$ cat config.mk
export PLATFORM = sky130hd
export DESIGN_NAME = fpk_panel
export DESIGN_NICKNAME = d
export VERILOG_FILES = /design/src/fpk_pkg.sv /design/src/fpk_key_if.sv /design/src/fpk_key_timer.sv /design/src/fpk_panel.sv
export SDC_FILE = /design/constraint.sdc
export NUM_CORES = 1
export LEC_CHECK = 0
export BUFFER_PORTS_ARGS = -buffer_cell sky130_fd_sc_hd__buf_4
export CAP_MARGIN = 40
export CORE_MARGIN = 2
export CORE_UTILIZATION = 55
export DETAILED_ROUTE_END_ITERATION = 12
export PLACE_DENSITY_LB_ADDON = 0.1
export SYNTH_ARGS = -nofsm -noshare
export SYNTH_HDL_FRONTEND = slang
export SYNTH_SLANG_ARGS = --single-unit
$ cat constraint.sdc
create_clock -name sys_clk_i -period 2.9 [get_ports sys_clk_i]
set_clock_uncertainty 0.2 [all_clocks]
set_input_delay 0.145 -clock sys_clk_i [delete_from_list [all_inputs] [get_ports sys_clk_i]]
set_output_delay 0.145 -clock sys_clk_i [all_outputs]
set_load 0.02 [all_outputs]
$ cat src/fpk_pkg.sv
// shared constants and types for the front panel keypad block
package fpk_pkg;
   // clock rate and press timing
   localparam int CLK_HZ = 100_000_000;
   localparam int ACT_MS = 200;
   localparam int LONG_MS = 300;
   localparam int ACT_CYC = (ACT_MS * (CLK_HZ / 1000));
   localparam int LONG_CYC = (LONG_MS * (CLK_HZ / 1000));
   localparam int CNT_W = 26;
   // key indices
   localparam int KEY_N = 6;
   localparam int K_WP = 0;
   localparam int K_RL = 1;
   localparam int K_AM = 2;
   localparam int K_SEL = 3;
   localparam int K_MENU = 4;
   localparam int K_ACK = 5;
   // bargraph and text geometry
   localparam int BAR_SEGS = 50;
   localparam int BAR_N = 3;
   localparam int BAR_MEAS = 0;
   localparam int BAR_OUT = 2;
   localparam int TXT_CHARS = 9;
   localparam int VAR_N = 3;
   localparam int EXTRA_N = 3;
   // register map
   localparam logic [3:0] REG_CTRL = 4'h0;
   localparam logic [3:0] REG_CFG = 4'h1;
   localparam logic [3:0] REG_STATUS = 4'h2;
   localparam logic [3:0] REG_IRQ = 4'h3;
   localparam logic [3:0] REG_MASK = 4'h4;
   localparam logic [3:0] REG_BAR0 = 4'h5;
   localparam logic [3:0] REG_TXT0 = 4'h8;
   localparam logic [3:0] REG_TXT_LAST = 4'h9;
   // config bits
   localparam int CFG_WP_EN = 0;
   localparam int CFG_WS_PRIO = 1;
   localparam int CFG_WP_GATE = 2;
   localparam int CFG_RL_EN = 3;
   localparam int CFG_RL_GATE = 4;
   localparam int CFG_AM_GATE = 5;
   localparam int CFG_EXTRA = 6;
   localparam int CFG_FP2 = 7;
   localparam int CFG_NORMAL = 8;
   localparam logic [8:0] CFG_RST = 9'h100;
   // interrupt bits
   localparam int IRQ_W = 6;
   localparam int EV_MODE = 0;
   localparam int EV_SEL = 1;
   localparam int EV_FACE = 2;
   localparam int EV_MENU = 3;
   localparam int EV_ACK = 4;
   localparam int EV_TOO_SHORT = 5;
   // press state per key
   typedef enum logic [1:0] {
      PR_IDLE = 2'b00,
      PR_HELD = 2'b01,
      PR_ACT = 2'b11,
      PR_LONG = 2'b10
   } fpk_press_type;
endpackage

$ cat src/fpk_key_if.sv
// interface carrying one key's timed press events
`timescale 1ns/1ps
interface fpk_key_if;
   logic act;   // pulse: actuation threshold reached
   logic long_p;   // pulse: long threshold reached
   logic rel_short;   // pulse: released between the two thresholds
   logic glitch;   // pulse: released before actuation
   modport timer (output act, output long_p, output rel_short, output glitch);
   modport user (input act, input long_p, input rel_short, input glitch);
endinterface

$ cat src/fpk_key_timer.sv
// press timer for one key contact
`timescale 1ns/1ps
module fpk_key_timer
   import fpk_pkg::*;
(
   // clock and reset
   input wire logic sys_clk_i,
   input wire logic rst_i,
   // contact, high while closed
   input wire logic closed_i,
   // timed events
   fpk_key_if.timer ev
);
   fpk_press_type state;
   logic [CNT_W-1:0] cnt;   // cycles the contact has been closed

   // hold counter, saturates at the long threshold
   always_ff @(posedge sys_clk_i) begin
      if (rst_i || !closed_i) begin
         cnt <= '0;
      end else if (cnt != CNT_W'(LONG_CYC)) begin
         cnt <= cnt + 1'b1;
      end
   end

   // press phase; one act per closure so holding cannot repeat
   always_ff @(posedge sys_clk_i) begin
      if (rst_i) begin
         state <= PR_IDLE;
      end else begin
         case (state)
            PR_IDLE: if (closed_i) state <= PR_HELD;
            PR_HELD: begin
               if (!closed_i) state <= PR_IDLE;
               else if (cnt == CNT_W'(ACT_CYC - 1)) state <= PR_ACT;
            end
            PR_ACT: begin
               if (!closed_i) state <= PR_IDLE;
               else if (cnt == CNT_W'(LONG_CYC - 1)) state <= PR_LONG;
            end
            PR_LONG: if (!closed_i) state <= PR_IDLE;
            default: state <= PR_IDLE;
         endcase
      end
   end

   assign ev.act = (state == PR_HELD) && closed_i && (cnt == CNT_W'(ACT_CYC - 1));
   assign ev.long_p = (state == PR_ACT) && closed_i && (cnt == CNT_W'(LONG_CYC - 1));
   assign ev.rel_short = (state == PR_ACT) && !closed_i;
   assign ev.glitch = (state == PR_HELD) && !closed_i;
endmodule

$ cat src/fpk_panel.sv
// front panel keypad and display control top
//
// Design decisions made here: the address-and-strobe port and the address map.
`timescale 1ns/1ps
module fpk_panel
   import fpk_pkg::*;
(
   // clock and reset
   input wire logic sys_clk_i,
   input wire logic rst_i,
   // key contacts, high while closed
   input wire logic [KEY_N-1:0] key_closed_i,
   // alarm condition from detection logic
   input wire logic alarm_i,
   // register port
   input wire logic [3:0] reg_addr_i,
   input wire logic [31:0] reg_wdata_i,
   input wire logic reg_wr_i,
   input wire logic reg_rd_i,
   output logic [31:0] reg_rdata_o,
   // mode outputs
   output logic workstation_o,
   output logic remote_sp_o,
   output logic manual_o,
   output logic faceplate2_o,
   output logic menu_o,
   output logic alarm_on_o,
   output logic alarm_flash_o,
   // display drive
   output logic [BAR_SEGS+1:0] bar0_o,
   output logic [BAR_SEGS+1:0] bar1_o,
   output logic [BAR_SEGS+1:0] bar2_o,
   output logic [1:0] dot_o,
   output logic [2:0] sel_index_o,
   output logic [8*TXT_CHARS-1:0] line0_o,
   output logic [8*TXT_CHARS-1:0] line1_o,
   // interrupt
   output logic irq_o
);
   logic [8:0] cfg;   // configuration bits
   logic [IRQ_W-1:0] irq_stat;   // sticky events
   logic [IRQ_W-1:0] irq_mask;   // event enables
   logic [IRQ_W-1:0] ev;   // events this cycle
   logic [KEY_N-1:0] k_act, k_long, k_short, k_glitch;
   logic [5:0] bar_level [BAR_N];   // lit segments, 0..50
   logic [1:0] bar_ovr [BAR_N];   // bit1 above, bit0 below
   logic [7:0] txt [2*TXT_CHARS];   // character memory
   logic alarm_acked;   // operator saw the alarm
   logic menu_exit;   // software leaves the menu
   logic sel_step;   // advance selection this cycle
   logic face_tog;   // swap faceplates this cycle
   logic [2:0] sel_limit;   // entries in the select cycle
   logic [2:0] next_sel;

   // one timer per key
   for (genvar g = 0; g < KEY_N; g++) begin : g_key
      fpk_key_if kif ();
      fpk_key_timer u_tmr (
         .sys_clk_i(sys_clk_i),
         .rst_i(rst_i),
         .closed_i(key_closed_i[g]),
         .ev(kif.timer)
      );
      assign k_act[g] = kif.act;
      assign k_long[g] = kif.long_p;
      assign k_short[g] = kif.rel_short;
      assign k_glitch[g] = kif.glitch;
   end

   // one faceplate makes long a short
   assign face_tog = k_long[K_SEL] && cfg[CFG_FP2];
   // short release or unpaired long advances
   assign sel_step = k_short[K_SEL] || (k_long[K_SEL] && !cfg[CFG_FP2]);
   assign sel_limit = cfg[CFG_EXTRA] ? 3'(VAR_N + EXTRA_N) : 3'(VAR_N);
   assign next_sel = (sel_index_o + 3'h1 >= sel_limit) ? 3'h0 : sel_index_o + 3'h1;

   // configuration register
   always_ff @(posedge sys_clk_i) begin
      if (rst_i) begin
         cfg <= CFG_RST;
      end else if (reg_wr_i && reg_addr_i == REG_CFG) begin
         cfg <= reg_wdata_i[8:0];
      end
   end

   // workstation / panel mode
   always_ff @(posedge sys_clk_i) begin
      if (rst_i) begin
         workstation_o <= 1'b0;
      end else if (reg_wr_i && reg_addr_i == REG_CTRL) begin
         workstation_o <= reg_wdata_i[0];
      end else if (k_act[K_WP] && cfg[CFG_WP_EN] && !cfg[CFG_WS_PRIO] && !cfg[CFG_WP_GATE]) begin
         workstation_o <= !workstation_o;
      end
   end

   // remote / local set point
   always_ff @(posedge sys_clk_i) begin
      if (rst_i) begin
         remote_sp_o <= 1'b0;
      end else if (reg_wr_i && reg_addr_i == REG_CTRL) begin
         remote_sp_o <= reg_wdata_i[1];
      end else if (k_act[K_RL] && cfg[CFG_RL_EN] && !workstation_o && !cfg[CFG_RL_GATE]) begin
         remote_sp_o <= !remote_sp_o;
      end
   end

   // auto / manual
   always_ff @(posedge sys_clk_i) begin
      if (rst_i) begin
         manual_o <= 1'b0;
      end else if (reg_wr_i && reg_addr_i == REG_CTRL) begin
         manual_o <= reg_wdata_i[2];
      end else if (k_act[K_AM] && !workstation_o && !cfg[CFG_AM_GATE]) begin
         manual_o <= !manual_o;
      end
   end

   // faceplate select
   always_ff @(posedge sys_clk_i) begin
      if (rst_i) begin
         faceplate2_o <= 1'b0;
      end else if (!cfg[CFG_FP2]) begin
         faceplate2_o <= 1'b0;
      end else if (face_tog) begin
         faceplate2_o <= !faceplate2_o;
      end
   end

   // lower display selection and bargraph dot
   always_ff @(posedge sys_clk_i) begin
      if (rst_i) begin
         sel_index_o <= 3'h0;
      end else if (k_act[K_AM] && !workstation_o && !cfg[CFG_AM_GATE]) begin
         sel_index_o <= manual_o ? 3'(BAR_MEAS) : 3'(BAR_OUT);
      end else if (sel_step) begin
         sel_index_o <= next_sel;
      end
   end
   // entries beyond the bars leave the dot on no bar
   assign dot_o = (sel_index_o < 3'(BAR_N)) ? sel_index_o[1:0] : 2'h3;

   // menu entry; software ends it
   assign menu_exit = reg_wr_i && reg_addr_i == REG_CTRL && reg_wdata_i[3];
   always_ff @(posedge sys_clk_i) begin
      if (rst_i) begin
         menu_o <= 1'b0;
      end else if (k_act[K_MENU] && !workstation_o) begin
         menu_o <= 1'b1;
      end else if (menu_exit) begin
         menu_o <= 1'b0;
      end
   end

   // alarm indicator: flashing until acknowledged
   always_ff @(posedge sys_clk_i) begin
      if (rst_i || !alarm_i) begin
         alarm_acked <= 1'b0;
      // acknowledge in normal mode, either W or P
      end else if (k_act[K_ACK] && cfg[CFG_NORMAL] && !menu_o) begin
         alarm_acked <= 1'b1;
      end
   end
   assign alarm_on_o = alarm_i;
   assign alarm_flash_o = alarm_i && !alarm_acked;

   // bargraph levels from software, clamped to full scale
   always_ff @(posedge sys_clk_i) begin
      if (rst_i) begin
         for (int i = 0; i < BAR_N; i++) begin
            bar_level[i] <= 6'h00;
            bar_ovr[i] <= 2'h0;
         end
      end else begin
         for (int i = 0; i < BAR_N; i++) begin
            if (reg_wr_i && reg_addr_i == REG_BAR0 + 4'(i)) begin
               bar_level[i] <= (reg_wdata_i[5:0] > 6'(BAR_SEGS)) ? 6'(BAR_SEGS) : reg_wdata_i[5:0];
               bar_ovr[i] <= reg_wdata_i[9:8];
            end
         end
      end
   end

   // segments as thermometer, pointers on top and bottom
   function automatic logic [BAR_SEGS+1:0] bar_map(input logic [5:0] lvl, input logic [1:0] ovr);
      logic [BAR_SEGS+1:0] m;
      m = '0;
      for (int s = 0; s < BAR_SEGS; s++) begin
         m[s+1] = (6'(s) < lvl);
      end
      m[BAR_SEGS+1] = ovr[1];
      m[0] = ovr[0];
      return m;
   endfunction
   assign bar0_o = bar_map(bar_level[0], bar_ovr[0]);
   assign bar1_o = bar_map(bar_level[1], bar_ovr[1]);
   assign bar2_o = bar_map(bar_level[2], bar_ovr[2]);

   // two lines of nine characters, written one word per char
   always_ff @(posedge sys_clk_i) begin
      if (rst_i) begin
         for (int c = 0; c < 2*TXT_CHARS; c++) begin
            txt[c] <= 8'h20;
         end
      end else if (reg_wr_i && reg_addr_i >= REG_TXT0 && reg_addr_i <= REG_TXT_LAST) begin
         // each word carries a character index and code
         if (reg_wdata_i[12:8] < 5'(2*TXT_CHARS)) begin
            txt[reg_wdata_i[12:8]] <= reg_wdata_i[7:0];
         end
      end
   end
   always_comb begin
      for (int c = 0; c < TXT_CHARS; c++) begin
         line0_o[8*c +: 8] = txt[c];
         line1_o[8*c +: 8] = txt[TXT_CHARS + c];
      end
   end

   // events for the interrupt status
   always_comb begin
      ev = '0;
      ev[EV_MODE] = k_act[K_WP] || k_act[K_RL] || k_act[K_AM];
      ev[EV_SEL] = sel_step;
      ev[EV_FACE] = face_tog;
      ev[EV_MENU] = k_act[K_MENU] && !workstation_o;
      ev[EV_ACK] = k_act[K_ACK];
      ev[EV_TOO_SHORT] = |k_glitch;
   end

   // sticky status, write one to clear; a new event wins over a clear
   always_ff @(posedge sys_clk_i) begin
      if (rst_i) begin
         irq_stat <= '0;
      end else if (reg_wr_i && reg_addr_i == REG_IRQ) begin
         irq_stat <= (irq_stat & ~reg_wdata_i[IRQ_W-1:0]) | ev;
      end else begin
         irq_stat <= irq_stat | ev;
      end
   end

   // interrupt mask
   always_ff @(posedge sys_clk_i) begin
      if (rst_i) begin
         irq_mask <= '0;
      end else if (reg_wr_i && reg_addr_i == REG_MASK) begin
         irq_mask <= reg_wdata_i[IRQ_W-1:0];
      end
   end
   assign irq_o = |(irq_stat & irq_mask);

   // read data, one cycle after the strobe, zero otherwise
   always_ff @(posedge sys_clk_i) begin
      if (rst_i || !reg_rd_i) begin
         reg_rdata_o <= 32'h0;
      end else begin
         case (reg_addr_i)
            REG_CTRL: reg_rdata_o <= {28'h0, menu_o, manual_o, remote_sp_o, workstation_o};
            REG_CFG: reg_rdata_o <= {23'h0, cfg};
            REG_STATUS: reg_rdata_o <= {24'h0, faceplate2_o, alarm_flash_o, alarm_i, 2'h0, sel_index_o};
            REG_IRQ: reg_rdata_o <= {26'h0, irq_stat};
            REG_MASK: reg_rdata_o <= {26'h0, irq_mask};
            default: reg_rdata_o <= 32'h0;
         endcase
      end
   end
endmodule

==> results of run 1 <==
[registers in the layout (all words and copies together), names as in the netlist]
name               count
manual_o               1
cfg                    9
irq_mask               6
g_key.u_tmr.cnt      156
bar_level             18
workstation_o          1
bar_ovr                6
menu_o                 1
remote_sp_o            1
alarm_acked            1
txt                  144
sel_index_o            3
faceplate2_o           1
reg_rdata_o            9
irq_stat               6
g_key.u_tmr.state     12
[Yosys cell counts, types with 30 or more instances]
cell type and number:
xor2_1 63, dfxtp_1 207, edfxtp_1 168, nand2b_1 34
nor3_1 64, clkbuf_1 84, a21oi_1 66, inv_1 68
nor2_1 336, nand2_1 183, nand3_1 99, nor4_1 30
nand4_1 45, xnor2_1 74, o21ai_0 34
[layer usage]
metal	vias up	share of wire (%)	track usage [%]	wire length [um]
met1	7389	38	34.3	19400
met3	130	6.2	4.27	3160
met4	0	4.9	13.9	2470
li1	7298	-	-	-
met2	581	51	52.8	25900
met5	-	0	0	0
[logic make-up after synthesis]
group	synth area share (%)
other cells	0.0214
fa+ha+maj	1.07
xor+xnor	6.83
mux	0.399
compound gates	6.91
flops	52.3
simple gates	27.9
buf+inv	4.55
[worst min-delay path, cell delays in order]
cell and delay [ns]:
buf_4 0.14, buf_4 0.27, nor2_1 0.14
[stage by stage]
step | worst slack, ns | power [mW] | util [%]
2_1_floorplan | 0.321 | 6.63 | -
3_3_place_gp | 0.236 | 7.24 | 65.5
3_5_place_dp | 0.223 | 7.26 | 65.5
4_1_cts | 0.110 | 12.1 | 70.6
5_1_grt | 0.0134 | 12.4 | 70.6
6_report | 0.145 | 12.1 | 70.6
[what timing repair did]
| item | in CTS | in global routing |
|---|---|---|
| resized for setup | 0 | 2 |
| hold buffers | 36 | 0 |
| endpoints found under the hold margin | 160 | 0 |
| endpoints found under the setup margin | 0 | 35 |
[layout make-up]
cell class              instances  area, um^2
clock buffers                  50        1070
well taps                     402         503
fillers                      2434        9260
repair buffers                436        3360
flip-flops and latches        375        9190
multi-input cells            1358        7670
inverters                      68         255
clock inverters                14         173
[final timing paths]
check                                      from  cells after the start                      end
max                               reg_addr_i[2]                     10  txt[9][5]$_SDFFCE_PN1P_
min                                       rst_i                      3   irq_stat[2]$_SDFF_PP0_
max reg2reg  g_key[2].u_tmr.cnt[8]$_SDFFE_PP0P_                      5    manual_o$_SDFFE_PP0P_
min reg2reg                 cfg[0]$_SDFFE_PP0P_                      2      cfg[0]$_SDFFE_PP0P_
[power breakdown]
part           internal, mW  switching (mW)
Combinational         0.527           0.893
Sequential             5.66           0.111
Clock                  2.86            2.02
Total                  9.05            3.02
==> results.cfg, run 1 <==
[flow_run]
drv_cap = 0

[place]
gp_congestion = 0.902
place_area_um2 = 20600
io_buffers = 349
dp_hpwl_um = 37400
dp.cells = 2603

[timing]
fmax_mhz = 363
timing.hold.ws_ns = 0.0265
slew_viol_final = 0
relSlewSlack_pct = 45.1
hold_viol_final = 0
post-route-min-period_ns = 2.75
finalCritPeriodShare_pct = 95.0
setup_violations = 0
rsz0062_at_grt = no
worst_pin_slew_ns = 0.821
setup-tns-final_ns = 0

[worst_setup_path]
crit_top_cell = buf_4
path_class = in -> reg
cp_top_family = buffers and inverters
cp-start-kind = input pin
critPathRequiredTime_ns = 2.96
crit_fanout = 11
endpoint_kind = register
cpPeakStageDelay_ns = 0.61
r2r_slack_ns = 0.21
crit_slowest_cell = dlygate4sd3_1
path_cells = dlygate4sd3_1 -> buf_4 -> nand4bb_1 -> nor2_1 -> nand2_1 -> buf_4 -> nor2_1 -> buf_4 -> nand4_1 -> dlygate4sd3_1
critPathBufInv = 5
cp.arrival_ns = 2.82

[cts]
clock-root-buffer = clkbuf_16
clk_latency_ns = 0.53
path_clk_slew_ns = 0.06
ctsLongestPathBuffers = 3
numCtsBuffers = 38
cts.sinks = 375
h-tree-depth = 2
postCtsSetupBuffers = 0
cts_tree = done

[synth]
synth.avg_cell_area_um2 = 9.26
yosysUniqueCellTypes = 64
synth_warnings = 0
async_reset_ff_share_pct = 0
synth_top_cell_by_area = edfxtp_1
ys_top_cells_by_area = edfxtp_1 (29%), dfxtp_1 (24%), nor2_1 (7.2%), nand2_1 (3.9%), xnor2_1 (3.7%)
yosys.area.top_type_share_pct = 28.7
synthFlopType = dfxtp_1
ys_seq_elements = 375
ys_seq_area_share_pct = 52.3
synth_edf_count = 168
netlist_area_um2 = 17600
syn_inst = 1897

[grt]
grt.overflow.total = 0
track_usage_pct = 29.3
grt_pass1_vias = 14300
grt_pass1_wl_um = 77700
grt_max_degree = 44
antenna_found_initial = 0

[power]
powerDensity_nw_per_um2 = 543
power_leakage_nw = 8.21
ir_worst_vdd_mv = 0.494

[final_layout]
stdcell_count = 2703
n_antenna_cell = 0
nets = 2339
fin_area_um2 = 22200
final_common_cell = buf_4
area_growth_pct = 26.5
drive_gt1_share_pct = 21.2
mostFrequentLayoutCells = buf_4 (400), nor2_1 (336), dfxtp_1 (207)

[floorplan]
start_util_pct = 55.8
fp.dieW_um = 183
dieArea_um2 = 33400
core-area_um2 = 31500
die_h_um = 183
ios = 392
rows = 65

[drt]
first_pass_iters = 6
drc = 0
wirelength_um = 50900
avgRoutedWirePerCell_um = 18.8
ant_nets = 0
drtIter0Drc = 1088
via_per_inst = 5.70
vias = 15400

[outcome]
outcome = complete, no violations

[hold_path]
hold_class = in -> reg
Power figures use the tool's default switching activity.
==> run 2, diff against run 1 <==
--- a/config.mk
+++ b/config.mk
@@ -5,6 +5,7 @@
 export SDC_FILE = /design/constraint.sdc
 export NUM_CORES = 1
 export LEC_CHECK = 0
+export ABC_AREA = 1
 export BUFFER_PORTS_ARGS = -buffer_cell sky130_fd_sc_hd__buf_4
 export CAP_MARGIN = 40
 export CORE_MARGIN = 2
==> run 2 against run 1 <==
  * Maximum frequency fell by 1.3%
  * Clock power rose by 0.8%
  * Critical path depth fell by 2
  * Largest cell class unchanged
==> results.cfg, run 2 <==
[worst_setup_path]
cp.arrival_ns = 3.07
critPathBufInv = 5
r2r_slack_ns = 0.29
cp_top_family = buffers and inverters
critPathRequiredTime_ns = 3.18
crit_top_cell = dlygate4sd3_1
crit_slowest_cell = dlygate4sd3_1
cpPeakStageDelay_ns = 0.65
crit_fanout = 3
path_cells = dlygate4sd3_1 -> buf_4 -> nor2_2 -> dlygate4sd3_1 -> nand3_1 -> dlygate4sd3_1 -> a21oi_1 -> dlygate4sd3_1
cp-start-kind = input pin
path_class = in -> reg
endpoint_kind = register

[drt]
vias = 17600
first_pass_iters = 8
via_per_inst = 5.42
wirelength_um = 55400
drc = 0
ant_nets = 0
avgRoutedWirePerCell_um = 17.0
drtIter0Drc = 1610

[grt]
antenna_found_initial = 0
grt_pass1_vias = 16300
grt.overflow.total = 0
track_usage_pct = 31.4
grt_max_degree = 46
grt_pass1_wl_um = 84900

[outcome]
outcome = complete, no violations

[timing]
setup_violations = 0
worst_pin_slew_ns = 0.904
timing.hold.ws_ns = 0.0463
finalCritPeriodShare_pct = 96.3
post-route-min-period_ns = 2.79
hold_viol_final = 0
relSlewSlack_pct = 39.6
fin_ws_ns = 0.108
fmax_mhz = 358
slew_viol_final = 0

[floorplan]
start_util_pct = 55.8
rows = 66
ios = 392
dieArea_um2 = 34400
core-area_um2 = 32500
fp.dieW_um = 186
die_h_um = 186

[final_layout]
fillers = 2602
largest_register_ffs = 156
area_growth_pct = 27.2
nets = 2842
mostFrequentLayoutCells = buf_4 (387), nor2_1 (383), inv_1 (375)
top_regs = g_key.u_tmr.cnt (156), txt (144), bar_level (18)
regMostFlops = g_key.u_tmr.cnt
post-route-util_pct = 71.0
final_common_cell = buf_4
n_antenna_cell = 0
drive_gt1_share_pct = 17.2

[cts]
numCtsBuffers = 39
h-tree-depth = 2
cts.sinks = 375
ctsLongestPathBuffers = 3
clock-root-buffer = clkbuf_16
clk_latency_ns = 0.54
cts_tree = done
path_clk_slew_ns = 0.05

[hold_path]
hold_class = in -> reg

[power]
power_leakage_nw = 9.20
powerDensity_nw_per_um2 = 533
ir_worst_vdd_mv = 0.488
finalPower_mw = 12.3

[synth]
async_reset_ff_share_pct = 0
synthFlopType = dfxtp_1
netlist_area_um2 = 18100
ys_seq_area_share_pct = 50.7
synth.avg_cell_area_um2 = 7.70
synth_edf_count = 168
yosysUniqueCellTypes = 43
synth_top_cell_by_area = edfxtp_1
synthTopCellsByCount = nor2_1 (388), inv_1 (375), nand2_1 (371)
synth_warnings = 0
yosys.area.top_type_share_pct = 27.8
ys_top_cells_by_area = edfxtp_1 (28%), dfxtp_1 (23%), nor2_1 (8.0%), inv_1 (7.8%), nand2_1 (7.7%)
syn_inst = 2353
ys_seq_elements = 375
yosysMostFrequentCell = nor2_1

[place]
dp_hpwl_um = 41300
io_buffers = 349
dp_slack_ns = 0.134
gp_congestion = 0.987

[flow_run]
drv_cap = 0
-- run 2: changes by cell type in the layout (fill, tap and decap cells not counted), moves of 47 or more --
cell / delta
xor2_1: -54
inv_1: +307
xnor2_1: -73
nor2_1: +47
a21oi_1: +115
o21ai_0: +157
nand2_1: +185
-- run 2: worst reg2reg max path, delay by kind of cell, from the launching register on --
kind	cells	cell delay, ns
simple gates	5	0.74
buf+inv	2	0.65
flops	1	0.40
compound gates	2	0.37
fa+ha+maj	1	0.19
-- run 2: final timing paths --
path                                                             end                                from  depth (start not counted)
worst max-delay path                       reg_rdata_o[6]$_SDFF_PP0_                       reg_addr_i[3]                          8
worst min-delay path                             cfg[6]$_SDFFE_PP0P_                       reg_addr_i[2]                          6
worst max register to register  g_key[1].u_tmr.state[1]$_SDFFE_PP0P_  g_key[1].u_tmr.cnt[0]$_SDFFE_PP0P_                         10
worst min register to register    g_key[2].u_tmr.cnt[9]$_SDFFE_PP0P_  g_key[2].u_tmr.cnt[9]$_SDFFE_PP0P_                          2
-- run 2: through the flow --
stage,setup TNS [ns],cell area [um^2],std cells
after detailed placement,0,21300,3137
after floorplan,0,18200,2375
after global routing,-0.0100,23000,3253
after global placement,0,21300,3137
final,0,23000,3253
after CTS,0,23000,3250
-- run 2: final cells by class --
cell class                 instances  area (um^2)  share of cell area, %
clock inverter                    13          156                  0.679
timing repair buffer             429         3340                   14.5
inverter                         382         1430                   6.22
sequential                       375         9190                   39.9
multi-input combinational       1553         7260                   31.5
tap                              442          553                   2.40
clock buffer                      59         1110                   4.82
-- run 2: kinds of logic after synthesis --
logic type | synth area share [%]
fa+ha+maj | 1.04
simple gates | 25.7
flops | 50.7
compound gates | 12.3
xor+xnor | 0.483
buf+inv | 9.82
other cells | 0.0207
-- run 2: report_power, final --
group / internal (mW) / switching (mW) / leakage (nW)
Sequential: 5.68 / 0.116 / 3.28
Combinational: 0.549 / 1.02 / 5.30
Clock: 2.85 / 2.07 / 0.618
Total: 9.08 / 3.20 / 9.20
-- run 2: repair_timing --
action	4_1_cts	5_1_grt
setup endpoints to repair	0	74
gates resized for setup	0	10
hold buffers	41	0
buffers inserted	0	3
endpoints found under the hold margin	124	0
-- run 2: per-layer routing --
layer  up-vias  track usage [%]  part of all wire (%)
met1      8140             37.3                    38
met2       771             53.8                    48
li1       8542                -                     -
met4         0             18.0                   6.7
met3       187             5.50                   7.6
met5         -                0                     0
